===== src/include/bvc_pkg.sv =====
/*
 Constants for the buck voltage control register bank: offsets, field
 positions, reset values, voltage mapping and the supervision blanking time.
 Assumes a single clock mclk of 10 MHz.
*/
// Function
// [RQ1] Core control at 0x16, reset 0x99
// [RQ2] MPU control at 0x17, reset 0x99
// [RQ3] Pulse-skip bit clear forces PWM operation
// [RQ4] Core code: 0.850 V, 10/25 mV steps
// [RQ5] MPU code uses same voltage mapping
// [RQ6] Writes refused unless password unlock done
// [RQ7] Core write blanks supervision for 5 ms
// [RQ8] MPU write blanks supervision for 5 ms
// [RQ9] Core voltage applies only on apply bits
// [RQ10] MPU voltage applies only on apply bits
// [RQ11] Reserved bit 6 ignored, reads zero
package bvc_pkg;
   localparam logic [7:0] CORE_BUCK_CONTROL_ADDR = 8'h16;
   localparam logic [7:0] MPU_BUCK_CONTROL_ADDR = 8'h17;
   localparam logic [7:0] BUCK_CONTROL_RESET = 8'h99;
   localparam int PULSE_SKIP_BIT = 7;
   localparam int RESERVED_BIT = 6;
   localparam int CODE_MSB = 5;
   localparam int CODE_W = 6;
   localparam logic [7:0] WRITABLE_MASK = 8'hBF;
   localparam logic [7:0] UNMAPPED_READ = 8'h00;
   // Voltage mapping in millivolts
   localparam int MV_W = 11;
   localparam logic [10:0] BASE_MV = 11'h352;
   localparam logic [10:0] FINE_STEP_MV = 11'h00A;
   localparam logic [10:0] KNEE_MV = 11'h546;
   localparam logic [10:0] COARSE_STEP_MV = 11'h019;
   localparam logic [5:0] KNEE_CODE = 6'h32;
   // Supervision blanking: least time, rounded up
   localparam int BLANK_TIME_US = 5000;
   localparam int CLK_PERIOD_NS = 100;
   localparam int BLANK_CYCLES = (BLANK_TIME_US * 1000 + CLK_PERIOD_NS - 1) / CLK_PERIOD_NS;
   localparam int BLANK_CNT_W = 16;
endpackage


===== src/bvc_regs.sv =====
/*
 Control registers of the core and MPU step-down converters: stored
 control bytes, applied voltage codes, target millivolts, forced-PWM and
 pulse-skip controls, and supervision blanking after each accepted write.
 Assumes a register port decoded from the serial management bus, a level
 from the password logic saying writes are unlocked, and one-cycle pulses
 from the apply register (apply and apply-without-supervision).
*/
module bvc_regs #(
   parameter int unsigned BLANK_CYCLES = bvc_pkg::BLANK_CYCLES
) (
   input wire logic mclk,
   input wire logic resetn,
   input wire logic regWrEn,
   input wire logic regRdEn,
   input wire logic [7:0] regAddr,
   input wire logic [7:0] regWrData,
   output logic [7:0] regRdData,
   output logic regWrRefused,
   input wire logic writeUnlocked,
   input wire logic voltageApply,
   input wire logic voltageApplyNoSupervise,
   output logic corePulseSkipEnable,
   output logic corePwmForced,
   output logic [5:0] coreVoltCode,
   output logic [10:0] coreTargetMv,
   output logic coreSuperviseBlank,
   output logic mpuPulseSkipEnable,
   output logic mpuPwmForced,
   output logic [5:0] mpuVoltCode,
   output logic [10:0] mpuTargetMv,
   output logic mpuSuperviseBlank
);
   localparam int NCONV = 2;
   localparam int CORE = 0;
   localparam int MPU = 1;

   // Shared mapping for both converters
   function automatic logic [10:0] code_to_mv(input logic [5:0] code);
      logic [10:0] steps;
      steps = 11'h000;
      if (code <= bvc_pkg::KNEE_CODE) begin
         steps = {5'h00, code};
         code_to_mv = bvc_pkg::BASE_MV + 11'(steps * bvc_pkg::FINE_STEP_MV);
      end else begin
         steps = {5'h00, code - bvc_pkg::KNEE_CODE};
         code_to_mv = bvc_pkg::KNEE_MV + 11'(steps * bvc_pkg::COARSE_STEP_MV);
      end
   endfunction

   function automatic int addr_to_conv(input logic [7:0] addr);
      if (addr == bvc_pkg::CORE_BUCK_CONTROL_ADDR) begin
         addr_to_conv = CORE;
      end else if (addr == bvc_pkg::MPU_BUCK_CONTROL_ADDR) begin
         addr_to_conv = MPU;
      end else begin
         addr_to_conv = -1;
      end
   endfunction

   logic [7:0] ctrl_ff [NCONV];
   logic [7:0] nxt_ctrl [NCONV];
   logic [5:0] applied_ff [NCONV];
   logic [5:0] nxt_applied [NCONV];
   logic [10:0] mv_ff [NCONV];
   logic [10:0] nxt_mv [NCONV];
   logic pskip_ff [NCONV];
   logic nxt_pskip [NCONV];
   logic pwm_ff [NCONV];
   logic nxt_pwm [NCONV];
   logic [7:0] rd_ff;
   logic [7:0] nxt_rd;
   logic refused_ff;
   logic nxt_refused;
   logic wrAccept [NCONV];
   logic blank [NCONV];

   // Register write, apply and mode control
   always_comb begin
      int sel;
      logic apply;
      sel = addr_to_conv(regAddr);
      apply = voltageApply | voltageApplyNoSupervise;
      nxt_refused = 1'b0;
      for (int i = 0; i < NCONV; i++) begin
         nxt_ctrl[i] = ctrl_ff[i];
         nxt_applied[i] = applied_ff[i];
         wrAccept[i] = 1'b0;
         if (regWrEn && sel == i) begin
            // [RQ6] refuse locked writes
            if (writeUnlocked) begin
               wrAccept[i] = 1'b1;
               // [RQ11] reserved bit dropped
               nxt_ctrl[i] = regWrData & bvc_pkg::WRITABLE_MASK;
            end else begin
               nxt_refused = 1'b1;
            end
         end
         // [RQ9] [RQ10] code applied on apply
         if (apply) begin
            nxt_applied[i] = nxt_ctrl[i][bvc_pkg::CODE_MSB:0];
         end
         // [RQ4] [RQ5] code to millivolts
         nxt_mv[i] = code_to_mv(nxt_applied[i]);
         // [RQ3] pulse-skip versus forced PWM
         nxt_pskip[i] = nxt_ctrl[i][bvc_pkg::PULSE_SKIP_BIT];
         nxt_pwm[i] = ~nxt_ctrl[i][bvc_pkg::PULSE_SKIP_BIT];
      end
   end

   always_ff @(posedge mclk or negedge resetn) begin
      if (!resetn) begin
         for (int i = 0; i < NCONV; i++) begin
            // [RQ1] [RQ2] reset value 0x99
            ctrl_ff[i] <= bvc_pkg::BUCK_CONTROL_RESET;
            applied_ff[i] <= bvc_pkg::BUCK_CONTROL_RESET[bvc_pkg::CODE_MSB:0];
            mv_ff[i] <= code_to_mv(bvc_pkg::BUCK_CONTROL_RESET[bvc_pkg::CODE_MSB:0]);
            pskip_ff[i] <= bvc_pkg::BUCK_CONTROL_RESET[bvc_pkg::PULSE_SKIP_BIT];
            pwm_ff[i] <= ~bvc_pkg::BUCK_CONTROL_RESET[bvc_pkg::PULSE_SKIP_BIT];
         end
         refused_ff <= 1'b0;
      end else begin
         for (int i = 0; i < NCONV; i++) begin
            ctrl_ff[i] <= nxt_ctrl[i];
            applied_ff[i] <= nxt_applied[i];
            mv_ff[i] <= nxt_mv[i];
            pskip_ff[i] <= nxt_pskip[i];
            pwm_ff[i] <= nxt_pwm[i];
         end
         refused_ff <= nxt_refused;
      end
   end

   // Read path: registered, one cycle after the strobe
   always_comb begin
      int sel;
      sel = addr_to_conv(regAddr);
      nxt_rd = rd_ff;
      if (regRdEn) begin
         // [RQ1] [RQ2] address decode
         if (sel == CORE) begin
            nxt_rd = ctrl_ff[CORE];
         end else if (sel == MPU) begin
            nxt_rd = ctrl_ff[MPU];
         end else begin
            nxt_rd = bvc_pkg::UNMAPPED_READ;
         end
         // [RQ11] reserved bit reads zero
         nxt_rd[bvc_pkg::RESERVED_BIT] = 1'b0;
      end
   end

   always_ff @(posedge mclk or negedge resetn) begin
      if (!resetn) begin
         rd_ff <= 8'h00;
      end else begin
         rd_ff <= nxt_rd;
      end
   end

   // [RQ7] core write blanks supervision
   bvc_blank_timer #(
      .CYCLES(BLANK_CYCLES)
   ) u_core_blank (
      .mclk(mclk),
      .resetn(resetn),
      .start(wrAccept[CORE]),
      .blank(blank[CORE])
   );

   // [RQ8] MPU write blanks supervision
   bvc_blank_timer #(
      .CYCLES(BLANK_CYCLES)
   ) u_mpu_blank (
      .mclk(mclk),
      .resetn(resetn),
      .start(wrAccept[MPU]),
      .blank(blank[MPU])
   );

   assign regRdData = rd_ff;
   assign regWrRefused = refused_ff;
   assign corePulseSkipEnable = pskip_ff[CORE];
   assign corePwmForced = pwm_ff[CORE];
   assign coreVoltCode = applied_ff[CORE];
   assign coreTargetMv = mv_ff[CORE];
   assign coreSuperviseBlank = blank[CORE];
   assign mpuPulseSkipEnable = pskip_ff[MPU];
   assign mpuPwmForced = pwm_ff[MPU];
   assign mpuVoltCode = applied_ff[MPU];
   assign mpuTargetMv = mv_ff[MPU];
   assign mpuSuperviseBlank = blank[MPU];
endmodule


===== src/bvc_blank_timer.sv =====
/*
 Supervision blanking timer: a start pulse holds the blank output high for
 CYCLES clocks; a new start restarts the full period.
 Assumes start is synchronous to mclk.
*/
module bvc_blank_timer #(
   parameter int unsigned CYCLES = bvc_pkg::BLANK_CYCLES
) (
   input wire logic mclk,
   input wire logic resetn,
   input wire logic start,
   output logic blank
);
   localparam int W = bvc_pkg::BLANK_CNT_W;

   if (CYCLES < 1 || CYCLES > (2 ** W) - 1) begin : g_bad_cycles
      $error("blank timer CYCLES out of range");
   end

   logic [W-1:0] count_ff;
   logic [W-1:0] nxt_count;
   logic blank_ff;
   logic nxt_blank;

   always_comb begin
      nxt_count = count_ff;
      if (start) begin
         nxt_count = W'(CYCLES);
      end else if (count_ff != '0) begin
         nxt_count = count_ff - W'(1);
      end
      nxt_blank = (nxt_count != '0);
   end

   always_ff @(posedge mclk or negedge resetn) begin
      if (!resetn) begin
         count_ff <= '0;
         blank_ff <= 1'b0;
      end else begin
         count_ff <= nxt_count;
         blank_ff <= nxt_blank;
      end
   end

   assign blank = blank_ff;
endmodule


===== config.mk =====
export PLATFORM = sky130hd
export DESIGN_NAME = bvc_regs
export DESIGN_NICKNAME = d
export VERILOG_FILES = /design/src/include/bvc_pkg.sv /design/src/bvc_regs.sv /design/src/bvc_blank_timer.sv
export SDC_FILE = /design/constraint.sdc
export NUM_CORES = 1
export LEC_CHECK = 0
export BUFFER_PORTS_ARGS = -buffer_cell sky130_fd_sc_hd__buf_2
export CORE_AREA = 2 2 157 159
export DETAILED_ROUTE_END_ITERATION = 10
export DIE_AREA = 0 0 159 161
export SYNTH_ARGS = -nofsm -noshare
export SYNTH_HDL_FRONTEND = slang
export SYNTH_HIERARCHICAL = 1
export SYNTH_SLANG_ARGS = --single-unit

===== constraint.sdc =====
create_clock -name mclk -period 10.3 [get_ports mclk]
set_input_delay 3.09 -clock mclk [delete_from_list [all_inputs] [get_ports mclk]]
set_output_delay 3.09 -clock mclk [all_outputs]
set_load 0.02 [all_outputs]

==> reports/qor.yml <==
status:
  outcome: "finished, final reports clean"
finish:
  syn_to_final_growth_pct: 13.8
  fillers: 2525
  fin_nets: 905
  drive_gt1_frac: 0.212
global_routing:
  track_usage: 0.143
  grt_overflow: 0
  grt_max_degree: 57
  antenna_found_initial: 6
  grt_pass1_wl_um: 29800
  grt_pass1_vias: 5688
floorplanning:
  dieArea_um2: 25600
  core_area_um2: 24000
  core.rowCount: 57
  ios: 72
  start_util: 0.295
  die_h_um: 161
  dieWidth_um: 159
sta:
  clock.fmax_mhz: 123
  relSlewSlack: 0.474
  fin_crit_sh: 0.789
  finalSetupTns_ns: 0
  finClkSkew_ns: 0.0100
  finalHoldViolations: 0
  final.min_clock_period_ns: 8.13
  slew_viol_final: 0
  worst_pin_slew_ns: 0.787
  setup_violations: 0
  grt_setup_unrepaired: "false"
critical_path:
  crit_family: "simple AND/OR/NAND/NOR gates"
  r2r_end: "coreTargetMv[9]"
  cp.arrival_ns: 8.37
  crit_chain: "buf_2 -> or4b_4 -> nor2_2 -> nand2_1 -> inv_2 -> buf_4 -> mux2i_1 -> a21oi_1 -> inv_1 -> ha_1 -> ha_1 -> ha_1 -> ha_1 -> a211oi_1 -> o21ai_0 -> a21oi_1 -> xor2_1 -> a31oi_1 -> mux2_2"
  rr_worst_depth: 19
  crit_type: "in2reg"
  crit_buf_inv: 4
  cp.required_ns: 10.53
  crit_path_frequent_cell: "ha_1"
  endpoint_kind: "flop"
  cpMaxStageDelayCell: "or4b_4"
  crit_path_end: "mpuTargetMv[8]"
  cpPeakStageDelay_ns: 0.65
  path_depth: 19
  worstSetupStartpointType: "input port"
  r2r_slack_ns: 5.83
  r2r-start: "ctrl_ff[9]"
  worstSetupStartpoint: "regAddr[5]"
  critPathMaxFanout: 26
routing:
  routed_wl_um: 17800
  drt_first_pass_iters: 4
  drc: 0
  routed_via_density: 4.95
  route.vias.total: 5636
  detail_route.wl_per_cell_um: 15.6
  postRouteAntennaNets: 0
  first_iter_violations: 290
logic_synthesis:
  synth_nets: 843
  synthTopCellsByCount: "dfrtp_1, ha_1, nor2_1, inv_1, nand2_1"
  synth_edf_count: 0
  syn_area_per_cell_um2: 9.50
  synthArstFlopShare: 1.00
  yosysTopAreaCell: "dfrtp_1"
  synthFlopType: "dfrtp_1"
  synth_cell_types: 77
  yosysTopAreaCellShare: 0.248
  syn_area_um2: 7070
  yosysWarnings: 6
  synth_seq_cells: 92
  ys_top_cells_by_area: "dfrtp_1, ha_1, dfstp_2"
  syn_inst: 744
  ys_seq_area_frac: 0.330
power_and_ir_drop:
  ir_drop_v: 0.0000896
  p_leak_nw: 3.57
  powerDensity_nw_per_um2: 153
  p_total_mw: 1.23
cts:
  root_buffer: "clkbuf_16"
  htree_levels: 3
  cts_made_buffers: 9
  cts_sinks: 92
  tritoncts: "yes"
  clockBufferDepth: 2
  postCtsSetupRepairBufs: 0
  ctsResizeCount: 0
  path_clk_slew_ns: 0.07
  cts_hold_buf: 0
  clk_latency_ns: 0.35
hold_path:
  holdCritPathClass: "reg2reg"
placement:
  port_buffers: 69
  dp_hpwl_um: 13400
  place.gp.congestion: 0.805
run:
  maxCapViolations: 0
worst min-delay path by stage:
stage                     startpoint          to  slack [ns]  cells after the start
after floorplan           ctrl_ff[3]  ctrl_ff[3]        0.45                      2
after global placement    ctrl_ff[3]  ctrl_ff[3]        0.47                      2
after detailed placement  ctrl_ff[3]  ctrl_ff[3]        0.48                      2
after CTS                 ctrl_ff[3]  ctrl_ff[3]        0.49                      2
after global routing      ctrl_ff[3]  ctrl_ff[3]        0.51                      2
final                     ctrl_ff[7]  ctrl_ff[7]        0.49                      2
stage by stage:
stage	util	std cells	setup WS (ns)	hold slack, ns	area (um^2)
finish	0.335	1139	2.17	0.488	8040
global route	0.335	1137	1.62	0.506	8030
CTS	0.335	1135	2.10	0.487	8030
detailed placement	0.322	1119	1.76	0.478	7720
global placement	0.322	1119	1.83	0.469	7720
floorplan	-	744	2.71	0.451	7070
routing by layer:
metal	share of wire	wire, um	track usage
met1	0.48	8510	0.195
met2	0.45	8080	0.226
met3	0.051	904	0.0339
met4	0.014	243	0.0463
met5	0.0015	27	0
worst register-to-register path, stage by stage (launching register included):
cell and delay, ns:
dfrtp_1 0.39, o31ai_1 0.10, and2_1 0.20, a21oi_1 0.16, buf_4 0.21, inv_1 0.10, ha_1 0.26, nor3b_1 0.15
a31oi_1 0.26, nand2_1 0.15, xnor2_1 0.27, fa_1 0.44, ha_1 0.30, ha_1 0.33, nor2b_1 0.14, o21ai_0 0.22
a21oi_1 0.12, o21ai_0 0.20, nor3b_1 0.23, o31ai_1 0.10
final cells by class:
cell class                 count  area [um^2]  area share
antenna                        4         10.0     0.00125
clock buffer                  11          233      0.0289
clock inverter                 5         77.6     0.00965
inverter                      59          221      0.0275
multi-input combinational    571         4380       0.545
sequential                    92         2330       0.290
tap                          324          405      0.0504
timing repair buffer          73          378      0.0470
cell families after synthesis:
family	synth area share
simple gates	0.230
compound gates	0.145
flops	0.330
buf+inv	0.0498
fa+ha+maj	0.141
xor+xnor	0.0545
mux	0.0492
other cells	0.000531
sequential cells by signal (all words and copies together) (netlist names):
register               cells
u_mpu_blank/count_ff      16
mpuPwmForced               1
u_mpu_blank/blank          1
coreVoltCode               6
mpuVoltCode                6
coreTargetMv              11
ctrl_ff                   14
mpuTargetMv               11
corePwmForced              1
u_core_blank/count_ff     16
regRdData                  7
regWrRefused               1
u_core_blank/blank         1
cells in the final DEF (no fill, tap or decap), types with 10 or more instances in the layout:
cell type and instances:
nor3_1 14, o21ai_0 31, buf_2 68, ha_1 70
nand3_1 14, dfrtp_1 70, mux2i_1 19, nand2_1 52
xor2_1 11, a21oi_1 37, xnor2_1 33, nand2b_1 12
nand3b_1 10, mux2_2 14, inv_1 53, dfstp_2 22
nand4b_1 11, nor2_1 55, nand4_1 11
power by group:
group	switching, mW	total [mW]	leakage [nW]	internal (mW)
Sequential	0.0585	0.467	1.05	0.408
Combinational	0.234	0.403	2.38	0.170
Clock	0.150	0.362	0.150	0.212
Total	0.442	1.23	3.57	0.790
(Power assumes the default switching activity.)
